==> src/common/sbd_map.svh <==
// constants for the shared bus address/data demux
// assumes a 16-bit shared bus, one clock, host strobes sampled synchronously
`ifndef SBD_MAP_SVH
`define SBD_MAP_SVH
`define SBD_BUS_W      16
`define SBD_ADDR_W     11
`define SBD_LANE_LSB   12
`define SBD_LANE_MSB   15
`define SBD_IGN_BIT    11
`define SBD_A16_MSB    10
`define SBD_A16_LSB    2
`define SBD_A8_HI_MSB  2
`define SBD_BYTE_W     8
`endif

==> src/common/sbd_pkg.sv <==
// types for the shared bus address/data demux
// assumes sbd_map.svh supplies the constants
`include "sbd_map.svh"
package sbd_pkg;
  typedef logic [`SBD_BUS_W-1:0]  sbd_word_t;
  typedef logic [`SBD_ADDR_W-1:0] sbd_addr_t;
  typedef logic [3:0]             sbd_lane_t;
  typedef enum logic {SBD_BUS16, SBD_BUS8} sbd_mode_t;
  typedef enum logic [1:0] {SBD_IDLE, SBD_DRIVE, SBD_WAIT} sbd_host_st_t;
endpackage

==> src/common/sbd_if.sv <==
// shared bus between host and device, with per-side enables
// assumes the bench resolves the wire from the two enables
`timescale 1ns/1ns
interface sbd_if;
  import sbd_pkg::*;
  logic      sel;
  logic      wr_n;
  logic      rd_n;
  sbd_word_t host_out;
  sbd_word_t host_oe;
  sbd_word_t dev_out;
  sbd_word_t dev_oe;
  sbd_word_t bus_in;
  modport device (input sel, input wr_n, input rd_n, input bus_in,
                  output dev_out, output dev_oe);
  modport host (output sel, output wr_n, output rd_n, output host_out,
                output host_oe, input bus_in);
endinterface

==> src/sbd_device.sv <==
// device end: decodes address and lane enables, moves data
// assumes strobes are synchronous to sys_clk and one cycle wide or longer
`timescale 1ns/1ns
`include "sbd_map.svh"
module sbd_device
  import sbd_pkg::*;
(
  input  wire logic      sys_clk,
  input  wire logic      rst,
  input  wire sbd_mode_t mode,
  sbd_if.device          bus,
  output sbd_addr_t      addr_q,
  output sbd_lane_t      lane_q,
  output logic           addr_vld_q,
  output sbd_word_t      wr_data_q,
  output logic           wr_vld_q,
  output logic           rd_req_q,
  input  wire sbd_word_t rd_data
);
  logic      wr_n_q, rd_n_q, second_q, second_d;
  sbd_addr_t addr_d;
  sbd_lane_t lane_d;
  logic      addr_vld_d, wr_vld_d, rd_req_d;
  sbd_word_t wr_data_d, out_d, oe_d, out_q, oe_q, used;
  logic      wr_edge, rd_act;

  assign bus.dev_out = out_q;
  assign bus.dev_oe  = oe_q;

  always_comb
  begin
    wr_edge    = wr_n_q && !bus.wr_n;
    rd_act     = !bus.rd_n;
    used       = (mode == SBD_BUS16) ? 16'hffff : 16'h00ff;
    addr_d     = addr_q;
    lane_d     = lane_q;
    second_d   = second_q;
    addr_vld_d = 1'b0;
    wr_vld_d   = 1'b0;
    wr_data_d  = wr_data_q;
    rd_req_d   = rd_act && rd_n_q && !bus.sel;
    if (wr_edge && bus.sel)
    begin
      if (mode == SBD_BUS16)
      begin
        lane_d = bus.bus_in[`SBD_LANE_MSB:`SBD_LANE_LSB];
        addr_d = {bus.bus_in[`SBD_A16_MSB:`SBD_A16_LSB], 2'b00};
        addr_vld_d = 1'b1;
      end
      else if (!second_q)
      begin
        addr_d[`SBD_BYTE_W-1:0] = bus.bus_in[`SBD_BYTE_W-1:0];
        second_d = 1'b1;
      end
      else
      begin
        addr_d[`SBD_ADDR_W-1:`SBD_BYTE_W] = bus.bus_in[`SBD_A8_HI_MSB:0];
        lane_d     = 4'hf;
        second_d   = 1'b0;
        addr_vld_d = 1'b1;
      end
    end
    else if (wr_edge)
    begin
      // data bits in use; upper byte low from host
      wr_data_d = bus.bus_in & used;
      wr_vld_d  = 1'b1;
    end
    oe_d  = (rd_act && !bus.sel) ? used : 16'h0000;
    out_d = rd_data & used;
  end

  always_ff @(posedge sys_clk)
  begin
    if (rst)
    begin
      wr_n_q <= 1'b1;
      rd_n_q <= 1'b1;
      second_q <= 1'b0;
      addr_q <= '0;
      lane_q <= '0;
      addr_vld_q <= 1'b0;
      wr_vld_q <= 1'b0;
      wr_data_q <= '0;
      rd_req_q <= 1'b0;
      out_q <= '0;
      oe_q <= '0;
    end
    else
    begin
      wr_n_q <= bus.wr_n;
      rd_n_q <= bus.rd_n;
      second_q <= second_d;
      addr_q <= addr_d;
      lane_q <= lane_d;
      addr_vld_q <= addr_vld_d;
      wr_vld_q <= wr_vld_d;
      wr_data_q <= wr_data_d;
      rd_req_q <= rd_req_d;
      out_q <= out_d;
      oe_q <= oe_d;
    end
  end
endmodule // sbd_device

==> src/flat_wrapper.sv <==
// flat-port wrapper written by rule: the top's interface ports become plain ports
module sbd_device_flat import sbd_pkg::*;
  (sys_clk, rst, mode, addr_q, lane_q, addr_vld_q, wr_data_q, wr_vld_q, rd_req_q, rd_data, bus_sel, bus_wr_n, bus_rd_n, bus_bus_in, bus_dev_out, bus_dev_oe);
  sbd_if bus_i ();
  input  wire logic sys_clk;
  input  wire logic rst;
  input  wire sbd_mode_t mode;
  output sbd_addr_t addr_q;
  output sbd_lane_t lane_q;
  output logic addr_vld_q;
  output sbd_word_t wr_data_q;
  output logic wr_vld_q;
  output logic rd_req_q;
  input  wire sbd_word_t rd_data;
  input wire logic [$bits(bus_i.sel)-1:0] bus_sel;
  input wire logic [$bits(bus_i.wr_n)-1:0] bus_wr_n;
  input wire logic [$bits(bus_i.rd_n)-1:0] bus_rd_n;
  input wire logic [$bits(bus_i.bus_in)-1:0] bus_bus_in;
  output wire logic [$bits(bus_i.dev_out)-1:0] bus_dev_out;
  output wire logic [$bits(bus_i.dev_oe)-1:0] bus_dev_oe;
  assign bus_i.sel = bus_sel;
  assign bus_i.wr_n = bus_wr_n;
  assign bus_i.rd_n = bus_rd_n;
  assign bus_i.bus_in = bus_bus_in;
  assign bus_dev_out = bus_i.dev_out;
  assign bus_dev_oe = bus_i.dev_oe;
  sbd_device u_core (.sys_clk(sys_clk), .rst(rst), .mode(mode), .bus(bus_i), .addr_q(addr_q), .lane_q(lane_q), .addr_vld_q(addr_vld_q), .wr_data_q(wr_data_q), .wr_vld_q(wr_vld_q), .rd_req_q(rd_req_q), .rd_data(rd_data));
endmodule
==> config.mk <==
export PLATFORM = sky130hd
export DESIGN_NAME = sbd_device_flat
export DESIGN_NICKNAME = d
export VERILOG_FILES = /design/src/common/sbd_pkg.sv /design/src/common/sbd_if.sv /design/src/sbd_device.sv /design/src/flat_wrapper.sv
export VERILOG_INCLUDE_DIRS = /design/src /design/src/common
export SDC_FILE = /design/constraint.sdc
export NUM_CORES = 1
export LEC_CHECK = 0
export ABC_AREA = 1
export ABC_CLOCK_PERIOD_IN_PS = 1500
export BUFFER_PORTS_ARGS = -buffer_cell sky130_fd_sc_hd__buf_2
export CAP_MARGIN = 20
export CORE_AREA = 2 2 69 71
export DETAILED_ROUTE_END_ITERATION = 10
export DIE_AREA = 0 0 71 73
export GPL_TIMING_DRIVEN = 0
export PLACE_DENSITY = 0.94
export SETUP_SLACK_MARGIN = 0.4
export SLEW_MARGIN = 20
export SYNTH_ARGS = -nofsm -noshare
export SYNTH_HDL_FRONTEND = slang
export SYNTH_SLANG_ARGS = --single-unit
export TNS_END_PERCENT = 50
==> constraint.sdc <==
create_clock -name sys_clk -period 1.5 [get_ports sys_clk]
set_input_delay 0.3 -clock sys_clk [delete_from_list [all_inputs] [get_ports sys_clk]]
set_output_delay 0.3 -clock sys_clk [all_outputs]
set_load 0.02 [all_outputs]
After elaboration in Yosys (flattened, before gate mapping)
Index checks and enable logic that the tools add are counted.
{"block": "word_totals", "regBits": 69, "output_inout_bits": 66}
{"block": "classes", "eq_ne": 2, "mux": 10, "n_bitwise": 4, "n_reduce_logical": 15}
{"operator": "$and A16 B16 Y16", "n": 2}
{"operator": "$mux W16", "n": 1}
{"operator": "$mux W11", "n": 1}
{"operator": "$mux W4", "n": 2}
{"operator": "$mux W8", "n": 1}
{"operator": "$reduce_and A2 Y1", "n": 4}
{"operator": "$reduce_or A2 Y1", "n": 3}
{"operator": "$logic_and A1 B1 Y1", "n": 5}
{"operator": "$mux W1", "n": 4}
{"operator": "$logic_not A1 Y1", "n": 3}
{"operator": "$mux W3", "n": 1}
{"operator": "$ne A2 B1 Y1 const B", "n": 1}
{"operator": "$ne A2 B2 Y1 const B", "n": 1}
{"operator": "$not A1 Y1", "n": 2}

Longest topological paths before layout
Gate-level depths: netlist of the first run.
{"block": "logic_depth", "ltp_word": 5, "ltp_mapped": 8}

Least setup slack after synthesis of the first run
Ideal clock, no wire load.
{"block": "synth_path", "path_kind": "input-to-reg", "from": "input mode", "to": "register u_core.addr_q[5]", "setup_time_ns": 0.113, "t_arrival_ns": 0.925, "required_time_ns": 1.387, "path_slack_ns": 0.462, "stages": 8, "n_path_buf": 2, "cell_sequence": "buf_6 nand2_2 inv_2 nor2_4 buf_6 nand2_1 nand2_1 nor2_1"}
{"block": "synth_between", "elab_chain_len": 2, "elab_cells_between_ends": 3}
{"item": "from (decl)", "line": "flat_wrapper.sv:7", "rtl": "input wire sbd_mode_t mode;"}
{"item": "$ne A2 B2 Y1 (no source line)"}
{"item": "$reduce_and A2 Y1 (no source line)"}
{"item": "to (signal assigned)", "line": "sbd_device.sv:94", "rtl": "addr_q <= addr_d;"}
{"item": "to (decl)", "line": "sbd_device.sv:12", "rtl": "output sbd_addr_t addr_q,"}
Parallel ways exist; a longest one is shown, timed or not.
A chain may end at the register's enable or synchronous reset.

==> results of run 1 <==
==> layout by cell type (no fill, tap or decap), types with 2 or more instances in the layout <==
| cell type | synthesis | layout |
|---|---|---|
| dfxtp_2 | 0 | 15 |
| dfxtp_1 | 55 | 38 |
| and2_1 | 2 | 2 |
| nor2_1 | 54 | 53 |
| inv_2 | 2 | 3 |
| buf_2 | 3 | 77 |
| nand4_1 | 4 | 4 |
| a21oi_1 | 3 | 3 |
| clkbuf_8 | 0 | 6 |
| clkbuf_1 | 4 | 4 |
| nand3_1 | 13 | 12 |
| buf_4 | 14 | 23 |
| nand2_2 | 1 | 4 |
| buf_6 | 3 | 27 |
| dfxtp_4 | 0 | 2 |
| nor2_4 | 3 | 5 |
| nand2_1 | 74 | 71 |
| inv_1 | 21 | 20 |
==> cells by family (layout without fill, tap and decap cells) <==
group / count (synthesis) / count (layout) / share of synthesized area
AND/OR/NAND/NOR: 159 / 159 / 0.3297
buffers and inverters: 47 / 164 / 0.1236
flip-flops: 55 / 55 / 0.5333
AO/OA/AOI/OAI: 5 / 5 / 0.01333
==> power breakdown <==
part	internal, mW	switching, mW
logic	0.212	0.297
registers	1.53	0.0343
clock network	0.550	0.489
total	2.29	0.820
==> worst register-to-register path, cell delays in order, from the launching register on <==
cell     delay (ps)
dfxtp_2         380
inv_2            50
nor2_4          110
nand2_4         120
nor2_4          210
nand2_1         110
nand2_1          80
==> per-stage QoR <==
| step | hold slack, ps | instance area (um^2) | setup WS (ps) | utilization | total power, mW |
|---|---|---|---|---|---|
| global placement | 394.2 | 2648 | 266.6 | 0.5837 | 2.009 |
| floorplan | 383.5 | 2064 | 462.4 | - | 1.857 |
| finish | 196.8 | 3060 | 249.8 | 0.6748 | 3.110 |
| CTS | 188.0 | 2935 | 255.0 | 0.6472 | 3.061 |
| global route | 187.9 | 3060 | 230.5 | 0.6748 | 3.203 |
| detailed placement | 410.8 | 2648 | 195.8 | 0.5837 | 2.022 |
==> registers in the layout (all words and copies together) (netlist names) <==
name,flops
u_core.addr_q,11
u_core.addr_vld_q,1
u_core.bus.dev_oe,2
u_core.bus.dev_out,16
u_core.lane_q,4
u_core.rd_n_q,1
u_core.rd_req_q,1
u_core.second_q,1
u_core.wr_data_q,16
u_core.wr_n_q,1
u_core.wr_vld_q,1
==> final cells by class <==
| cell class | instances | area [um^2] |
|---|---|---|
| Multi-Input combinational cell | 164 | 740.7 |
| Tap cell | 54 | 67.56 |
| Sequential cell | 55 | 1127 |
| Buffer | 24 | 186.4 |
| Clock inverter | 2 | 38.79 |
| Clock buffer | 6 | 82.58 |
| Inverter | 23 | 86.33 |
| Timing Repair Buffer | 109 | 730.7 |
| Fill cell | 325 | 1475 |
==> layer usage <==
metal,GRT usage,vias to the layer above,routed length [um]
li1,-,1021,-
met1,0.2326,958,2179
met2,0.3853,101,3188
met3,0.04696,26,394
met4,0.08805,0,252
met5,0,-,0
==> final timing paths <==
path,from,to,slack [ps],cells after the start
worst max-delay path,u_core.bus.dev_oe[7],bus_dev_oe[3],250,2
worst min-delay path,rd_data[2],u_core.bus.dev_out[2],200,3
worst max register to register,u_core.wr_n_q,u_core.wr_data_q[5],380,6
worst min register to register,u_core.rd_n_q,u_core.rd_req_q,420,2
==> timing repair <==
action | CTS | global route
hold buffers | 0 | 0
setup buffers | 5 | 0
pin swaps | 2 | 3
resized for setup | 46 | 37
gates cloned | 0 | 1
endpoints found under the hold margin | 0 | 0
setup endpoints to repair | 66 | 79
==> key figures, run 1 <==
Global route
  – First-pass GRT wire length: 8756 um
  – Total GRT Usage: 0.2094
  – Initial antenna violation count: 0
  – GRT overflow: 0
  – Vias in the first global route: 1,964
  – Maximum number of pins on one net before global-route repair: 18

Die
  – Die Y: 73 um
  – Initial Util: 0.4552
  – Core Area: 4536 um^2
  – IO Count: 104
  – Chip width: 71 um
  – Die Area: 5183 um^2
  – Row Count: 25

Yosys
  – Post-synth EDFFs: 0
  – Post-synth top cells: nand2_1, dfxtp_1, nor2_1
  – Mapped Cells: 266
  – Yosys Warn Count: 0
  – Top cells by area, synth: dfxtp_1, nand2_1, nor2_1, buf_4, inv_1
  – Top cell type's share of synthesized area: 0.5333
  – Post-synth ARST share: 0
  – Avg Inst Size Synth: 7.761 um^2
  – Synth Cell Area: 2064 um^2
  – Synth cell types: 24
  – Syn_nets: 304
  – Post-synthesis sequential area ratio: 0.5333
  – Top-count cell post-synth: nand2_1
  – Yosys top cell by area: dfxtp_1
  – Yosys reg bits: 55
  – Post-synth top flop: dfxtp_1

Finish
  – ANT cells: 0
  – Final Non-Filler Cells: 437
  – Nets@finish: 420
  – Share of post-route cells with drive strength above 1: 0.4465
  – Area Overhead vs Synth: 48.24%

Run
  – Max Cap Viol: 0

Clock network
  – Clock root buffer: clkbuf_8
  – Clk Latency, worst-skew pair: 310 ps
  – CTS buffer count: 5
  – CTS tree: built
  – Clock Tree Buf Depth: 2
  – # clock sinks: 55
  – H-tree lvl count: 2
  – CTS clk-pin slew, worst paths: 100 ps

STA
  – Final hold vios: 0
  – Period utilization: 0.8335
  – Final Slew Violations: 0
  – Max-slew headroom: 0.6742
  – Fin crit period: 1250 ps
  – Worst clock skew: 11.27 ps
  – Worst Tran Pin Value: 488.7 ps
  – Final setup vio count: 0
  – RSZ-0062 raised after global routing: yes
  – Peak Freq: 799.9 MHz
  – Setup_tns: 0 ps

Setup path
  – CP Data Arrival Time: 950 ps
  – Critical path's slowest cell: dfxtp_4
  – Slowest stage delay, CP: 390 ps
  – CP Cell Sequence: buf_4, buf_6
  – CP max FO: 8
  – Worst Path Required: 1200 ps
  – Critical path class: reg2out
  – Startpoint types: flip-flop
  – Largest delay share family, worst path: flip-flops
  – Bufs and invs on worst path: 2
  – CP Capture Type: output port

Detailed routing
  – Wire length per cell: 13.76 um
  – Drt drc: 0
  – Drt via density: 4.819
  – Post-DRT Antenna Nets: 0
  – Routed Wire Length: 6015 um
  – Initial DRT Pass Iterations: 4
  – DRT iter0 DRCs: 191
  – Total vias in the final route: 2,106

Placed design
  – Detailed placement HPWL: 3743 um
  – Post-Place Cells: 423
  – Port bufs: 103
  – GPL Wtd Cong: 0.8168

Power
  – Leak: 1.654 nW
  – PwrDens: 1016 nW/um^2
  – Worst ir drop on vdd: 0.7908 mV

Run status
  – Status: complete, no violations

Hold path
  – Worst min path class: in2reg
Note: power is estimated with default switching activity, not from simulation.
==> inputs of run 2 (changes only) <==
--- a/config.mk
+++ b/config.mk
@@ -6,15 +6,15 @@
 export SDC_FILE = /design/constraint.sdc
 export NUM_CORES = 1
 export LEC_CHECK = 0
-export ABC_AREA = 1
-export ABC_CLOCK_PERIOD_IN_PS = 1500
+export ABC_AREA = 0
+export ABC_CLOCK_PERIOD_IN_PS = 1050
 export BUFFER_PORTS_ARGS = -buffer_cell sky130_fd_sc_hd__buf_2
 export CAP_MARGIN = 20
-export CORE_AREA = 2 2 69 71
+export CORE_AREA = 2 2 75 77
 export DETAILED_ROUTE_END_ITERATION = 10
-export DIE_AREA = 0 0 71 73
+export DIE_AREA = 0 0 77 79
 export GPL_TIMING_DRIVEN = 0
-export PLACE_DENSITY = 0.94
+export PLACE_DENSITY = 0.85
 export SETUP_SLACK_MARGIN = 0.4
 export SLEW_MARGIN = 20
 export SYNTH_ARGS = -nofsm -noshare
==> constraint.sdc (replaced) <==
create_clock -name sys_clk -period 1.05 [get_ports sys_clk]
set_input_delay 0.21 -clock sys_clk [delete_from_list [all_inputs] [get_ports sys_clk]]
set_output_delay 0.21 -clock sys_clk [all_outputs]
set_load 0.02 [all_outputs]
==> run 2 against run 1 <==
  * The flow now finishes with violations (negative setup slack)
  * Non-clock buffer count grew 11
  * Die area increased by 17%
  * Design area rose by 19%
  * Combinational power rose by 71%
  * Highest routed layer unchanged
==> key figures, run 2 <==
Run status
  – Status: complete, but fails checks (was complete, no violations)
  – Failing checks: negative setup slack

Setup path
  – CP Capture Type: flip-flop (was output port)
  – CP max FO: 5 (was 8)
  – Worst Path Required: 1220 ps (was 1200 ps)
  – Startpoint types: flip-flop (unchanged)
  – CP Data Arrival Time: 1410 ps (was 950 ps)
  – Critical path class: reg2reg (was reg2out)

Global route
  – First-pass GRT wire length: 9328 um (was 8756 um)
  – Maximum number of pins on one net before global-route repair: 17 (was 18)
  – GRT overflow: 0 (unchanged)
  – Initial antenna violation count: 0 (unchanged)
  – Total GRT Usage: 0.1964 (was 0.2094)
  – Vias in the first global route: 1,900 (was 1,964)

Power
  – Worst ir drop on vdd: 0.6860 mV (was 0.7908 mV)
  – PwrDens: 1256 nW/um^2 (was 1016 nW/um^2)
  – Total power: 4.568 mW (was 3.110 mW)
  – Leak: 1.585 nW (was 1.654 nW)

Clock network
  – CTS tree: built (unchanged)
  – Post-CTS Hold Buffers: 0 (unchanged)
  – Clock root buffer: clkbuf_8 (unchanged)
  – H-tree lvl count: 2 (unchanged)
  – Clock Tree Buf Depth: 2 (unchanged)
  – # clock sinks: 55 (unchanged)
  – CTS buffer count: 5 (unchanged)
  – Clk Latency, worst-skew pair: 310 ps (about the same)
  – CTS clk-pin slew, worst paths: 100 ps (about the same)

Yosys
  – Synth Cell Area: 2032 um^2 (was 2064 um^2)
  – Mapped Cells: 208 (was 266)
  – Yosys Warn Count: 0 (unchanged)
  – Post-synth top flop: dfxtp_1 (unchanged)
  – Synth cell types: 27 (was 24)
  – Avg Inst Size Synth: 9.769 um^2 (was 7.761 um^2)
  – Syn_nets: 246 (was 304)
  – Top-count cell post-synth: dfxtp_1 (was nand2_1)
  – Top cells by area, synth: dfxtp_1, a21oi_1, buf_4, mux2i_1, nand2b_1 (was dfxtp_1, nand2_1, nor2_1, buf_4, inv_1)
  – Post-synth ARST share: 0 (unchanged)
  – Post-synth EDFFs: 0 (unchanged)
  – Post-synth top cells: dfxtp_1, a21oi_1, nand2_1 (was nand2_1, dfxtp_1, nor2_1)
  – Post-synthesis sequential area ratio: 0.5419 (was 0.5333)
  – Yosys reg bits: 55 (unchanged)
  – Top cell type's share of synthesized area: 0.5419 (was 0.5333)
  – Yosys top cell by area: dfxtp_1 (unchanged)

STA
  – Final setup vio count: 45 (was 0)
  – Max-slew headroom: 0.5862 (was 0.6742)
  – Worst Tran Pin Value: 620.7 ps (was 488.7 ps)
  – Worst clock skew: 12.59 ps (was 11.27 ps)
  – RSZ-0062 raised after global routing: yes (unchanged)
  – Period utilization: 1.183
  – Final hold vios: 0 (unchanged)
  – Final Slew Violations: 0 (unchanged)
  – Final setup margin: -191.8 ps (was 249.8 ps)
  – Fin crit period: 1242 ps
  – Setup_tns: -5417 ps (was 0 ps)
  – Peak Freq: 805.3 MHz

Finish
  – Fill count: 412 (was 325)
  – Nets@finish: 372 (was 420)
  – Share of post-route cells with drive strength above 1: 0.7224 (was 0.4465)
  – ANT cells: 0 (unchanged)
  – Most common cell after layout, fill and taps aside: buf_6 (was buf_2)
  – Most frequent cells in the layout: buf_6, dfxtp_2, buf_2 (was buf_2, nand2_1, nor2_1)
  – Area Overhead vs Synth: 78.94% (was 48.24%)

Placed design
  – Port bufs: 103 (unchanged)
  – Detailed placement HPWL: 3620 um (was 3743 um)
  – GPL Wtd Cong: 0.7292 (was 0.8168)

Detailed routing
  – Drt drc: 0 (unchanged)
  – DRT iter0 DRCs: 51 (was 191)
  – Wire length per cell: 15.23 um (was 13.76 um)
  – Drt via density: 4.688 (was 4.819)
  – Routed Wire Length: 6200 um (was 6015 um)
  – Total vias in the final route: 1,908 (was 2,106)
  – Initial DRT Pass Iterations: 4 (unchanged)
  – Post-DRT Antenna Nets: 0 (unchanged)

Die
  – Chip width: 77 um (was 71 um)
  – Row Count: 27 (was 25)
  – Initial Util: 0.3807 (was 0.4552)
  – Die Y: 79 um (was 73 um)
  – IO Count: 104 (unchanged)
  – Die Area: 6083 um^2 (was 5183 um^2)
  – Core Area: 5338 um^2 (was 4536 um^2)

Run
  – Max Cap Viol: 0 (unchanged)

Hold path
  – Worst min path class: in2reg (unchanged)
==> run 2: cell count changes in the layout (fill, tap and decap cells not counted), sizes merged, moves of 11 or more <==
cell and change:
a21oi +22, mux2i +11, nor2 -56, nand2b +15
inv -23, nand2 -52, buf +12
==> run 2: routing by layer <==
| metal | routed length (um) | track usage |
|---|---|---|
| met3 | 427 | 0.05795 |
| met4 | 89 | 0.05893 |
| met1 | 2543 | 0.2209 |
| met5 | 0 | 0 |
| met2 | 3140 | 0.3596 |
==> run 2: report_power, final <==
part | internal (mW) | leakage (nW) | switching (mW) | total [mW]
clock | 0.772 | 0.0612 | 0.675 | 1.45
combinational | 0.451 | 1.06 | 0.421 | 0.872
sequential | 2.18 | 0.468 | 0.0657 | 2.25
==> run 2: cells by family after synthesis <==
kind of cell,Yosys count,share of synthesized area
flops,55,0.5419
simple gates,87,0.2352
mux,11,0.05419
compound gates,29,0.08067
buf+inv,26,0.08805
==> run 2: timing repair <==
action / 4_1_cts / 5_1_grt
pin swaps: 22 / 8
cloned: 1 / 1
setup endpoints to repair: 109 / 102
setup buffers: 6 / 8
gates resized for setup: 188 / 54
==> run 2: worst paths after layout <==
check / startpoint / slack [ps] / cells after the start / to
hold reg to reg: u_core.rd_n_q / 450 / 1 / u_core.rd_req_q
setup reg to reg: u_core.wr_n_q / -190 / 5 / u_core.wr_data_q[10]
setup / recovery: u_core.wr_n_q / -190 / 5 / u_core.wr_data_q[10]
hold / removal: rd_data[14] / 100 / 2 / u_core.bus.dev_out[14]
==> run 2: critical path: stages, from the launching register on <==
cell,delay [ps]
dfxtp_2,350
or3b_1,360
buf_6,150
buf_8,140
nand2_2,60
a21oi_2,50
==> run 2: area by class of cell <==
cell class	count	area, um^2	area share
Timing Repair Buffer	119	1067	0.2935
Multi-Input combinational cell	127	938.4	0.2581
Sequential cell	55	1162	0.3197
Inverter	1	3.754	0.001032
Buffer	25	256.5	0.07054
Clock inverter	2	35.03	0.009635
Tap cell	72	90.09	0.02478
Clock buffer	6	82.58	0.02271
==> run 2: through the flow <==
step                      std cells  worst slack, ps  utilization  cell area, um^2  hold slack (ps)
after floorplan                 208           -114.6            -             2067            286.6
after global placement          383           -327.0       0.5007             2673            409.1
after detailed placement        383           -344.8       0.5007             2673            415.3
after CTS                       398           -178.6       0.6390             3411            91.95
after global routing            407           -215.4       0.6812             3636            93.72
final                           407           -191.8       0.6812             3636            101.5
==> inputs of run 3 (changes only) <==
--- a/config.mk
+++ b/config.mk
@@ -6,7 +6,7 @@
 export SDC_FILE = /design/constraint.sdc
 export NUM_CORES = 1
 export LEC_CHECK = 0
-export ABC_AREA = 0
+export ABC_AREA = 1
 export ABC_CLOCK_PERIOD_IN_PS = 1050
 export BUFFER_PORTS_ARGS = -buffer_cell sky130_fd_sc_hd__buf_2
 export CAP_MARGIN = 20
@@ -20,4 +20,4 @@
 export SYNTH_ARGS = -nofsm -noshare
 export SYNTH_HDL_FRONTEND = slang
 export SYNTH_SLANG_ARGS = --single-unit
-export TNS_END_PERCENT = 50
+export TNS_END_PERCENT = 30
==> run 3 against run 2 <==
  * Utilization fell by 0.38 points
  * The run still ends with negative setup slack left
  * Power shrank 4.3%
  * Clock skew barely moved
  * Die area did not move
  * Hold slack worse by 6.6 ps
  * Non-clock buffer count is 6 lower
  * Register-to-register slack improved by 150 ps
==> key figures, run 3 (synthesis gave the netlist of run 1 again) <==
Run status
  – Status: complete, but fails checks (unchanged)
  – Failing checks: negative setup slack (unchanged)

Die
  – Core Area: 5338 um^2 (unchanged)
  – Initial Util: 0.3868 (was 0.3807)
  – Chip width: 77 um (unchanged)
  – Row Count: 27 (unchanged)
  – Die Area: 6083 um^2 (unchanged)
  – Die Y: 79 um (unchanged)
  – IO Count: 104 (unchanged)

Detailed routing
  – Routed Wire Length: 6013 um (was 6200 um)
  – Initial DRT Pass Iterations: 4 (unchanged)
  – Wire length per cell: 13.04 um (was 15.23 um)
  – Drt via density: 4.579 (was 4.688)
  – Total vias in the final route: 2,111 (was 1,908)
  – Post-DRT Antenna Nets: 0 (unchanged)
  – Drt drc: 0 (unchanged)
  – DRT iter0 DRCs: 88 (was 51)

STA
  – Fin Hold WS: 94.86 ps (was 101.5 ps)
  – Worst clock skew: 12.41 ps (was 12.59 ps)
  – Setup_tns: -1615 ps (was -5417 ps)
  – Final Slew Violations: 0 (unchanged)
  – Peak Freq: 874.6 MHz (was 805.3 MHz)
  – Worst Tran Pin Value: 288.2 ps (was 620.7 ps)
  – Max-slew headroom: 0.8079 (was 0.5862)
  – Final setup vio count: 38 (was 45)
  – Final setup margin: -93.45 ps (was -191.8 ps)
  – Final hold vios: 0 (unchanged)
  – Fin crit period: 1143 ps (was 1242 ps)
  – RSZ-0062 raised after global routing: yes (unchanged)
  – Period utilization: 1.089 (was 1.183)

Finish
  – ANT cells: 0 (unchanged)
  – Area Overhead vs Synth: 75.15% (was 78.94%)
  – Share of post-route cells with drive strength above 1: 0.6607 (was 0.7224)
  – Most common cell after layout, fill and taps aside: buf_6 (unchanged)
  – Nets@finish: 426 (was 372)
  – Most frequent cells in the layout: buf_6, nand2_1, dfxtp_2 (was buf_6, dfxtp_2, buf_2)

Clock network
  – Clock Tree Buf Depth: 2 (unchanged)
  – H-tree lvl count: 2 (unchanged)
  – # clock sinks: 55 (unchanged)
  – Clk Latency, worst-skew pair: 300 ps (was 310 ps)
  – Clock root buffer: clkbuf_8 (unchanged)
  – CTS clk-pin slew, worst paths: 100 ps (about the same)
  – CTS buffer count: 5 (unchanged)
  – CTS tree: built (unchanged)

Global route
  – Initial antenna violation count: 0 (unchanged)
  – Vias in the first global route: 1,972 (was 1,900)
  – First-pass GRT wire length: 9190 um (was 9328 um)
  – Total GRT Usage: 0.1914 (was 0.1964)
  – GRT overflow: 0 (unchanged)
  – Maximum number of pins on one net before global-route repair: 17 (unchanged)

Placed design
  – Detailed placement HPWL: 3831 um (was 3620 um)
  – Port bufs: 103 (unchanged)
  – GPL Wtd Cong: 0.7679 (was 0.7292)

Setup path
  – CP max FO: 8 (was 5)
  – CP Capture Type: output port (was flip-flop)
  – Worst Path Required: 840 ps (was 1220 ps)
  – CP Data Arrival Time: 930 ps (was 1410 ps)
  – FF-to-FF setup slack: -40 ps (was -190 ps)
  – Startpoint types: flip-flop (unchanged)
  – Critical path class: reg2out (was reg2reg)

Power
  – Total power: 4.369 mW (was 4.568 mW)
  – Leak: 1.773 nW (was 1.585 nW)
  – Worst ir drop on vdd: 0.6566 mV (was 0.6860 mV)
  – PwrDens: 1208 nW/um^2 (was 1256 nW/um^2)

Hold path
  – Worst min path class: in2reg (unchanged)

Run
  – Max Cap Viol: 0 (unchanged)
-- run 3: changes by cell type in the layout (fill, tap and decap cells not counted), sizes merged, moves of 11 or more --
cell	delta
nand2b	-15
nand2	+52
inv	+22
a21oi	-22
nor2	+57
mux2i	-11
-- run 3: where the power goes --
group          total [mW]  switching, mW  internal (mW)
sequential           2.27         0.0739           2.20
combinational       0.894          0.465          0.429
clock                1.21          0.664          0.542
-- run 3: worst paths after layout --
check,start,cells past startpoint,end
setup / recovery,u_core.bus.dev_oe[7],2,bus_dev_oe[4]
hold / removal,rd_data[2],3,u_core.bus.dev_out[2]
setup reg to reg,u_core.wr_n_q,6,u_core.wr_data_q[2]
hold reg to reg,u_core.rd_n_q,2,u_core.rd_req_q
-- run 3: area by class of cell --
cell class,instances,area [um^2]
inverters,23,86.33
plain buffers,24,215.2
clock buffers,7,86.33
multi-input cells,165,932.1
clock inverters,1,8.758
flip-flops and latches,55,1169
well taps,72,90.09
repair buffers,114,1028
fillers,437,1722
-- run 3: critical path, stage by stage, from the launching register on --
cell and delay, ps:
dfxtp_4 380, buf_4 140, buf_6 120
-- run 3: stage by stage --
stage,area [um^2],utilization,cells,setup slack (ps)
after floorplan,2103,-,266,53.04
after global placement,2709,0.5075,441,-202.0
after detailed placement,2709,0.5075,441,-232.4
after CTS,3430,0.6425,457,-98.12
after global routing,3616,0.6775,461,-134.9
final,3616,0.6775,461,-93.45
-- run 3: timing repair --
item,CTS,global route
hold buffers,0,0
endpoints found under the setup margin,104,110
setup buffers,5,3
gates resized for setup,206,51
pin swaps,32,23
cloned,3,1
-- run 3: routing by layer --
layer / GRT usage / wire length, um / vias up
li1: - / - / 1034
met1: 0.2177 / 2395 / 989
met2: 0.3588 / 3208 / 86
met3: 0.05114 / 391 / 2
met4: 0.04286 / 17 / 0
met5: 0 / 0 / -
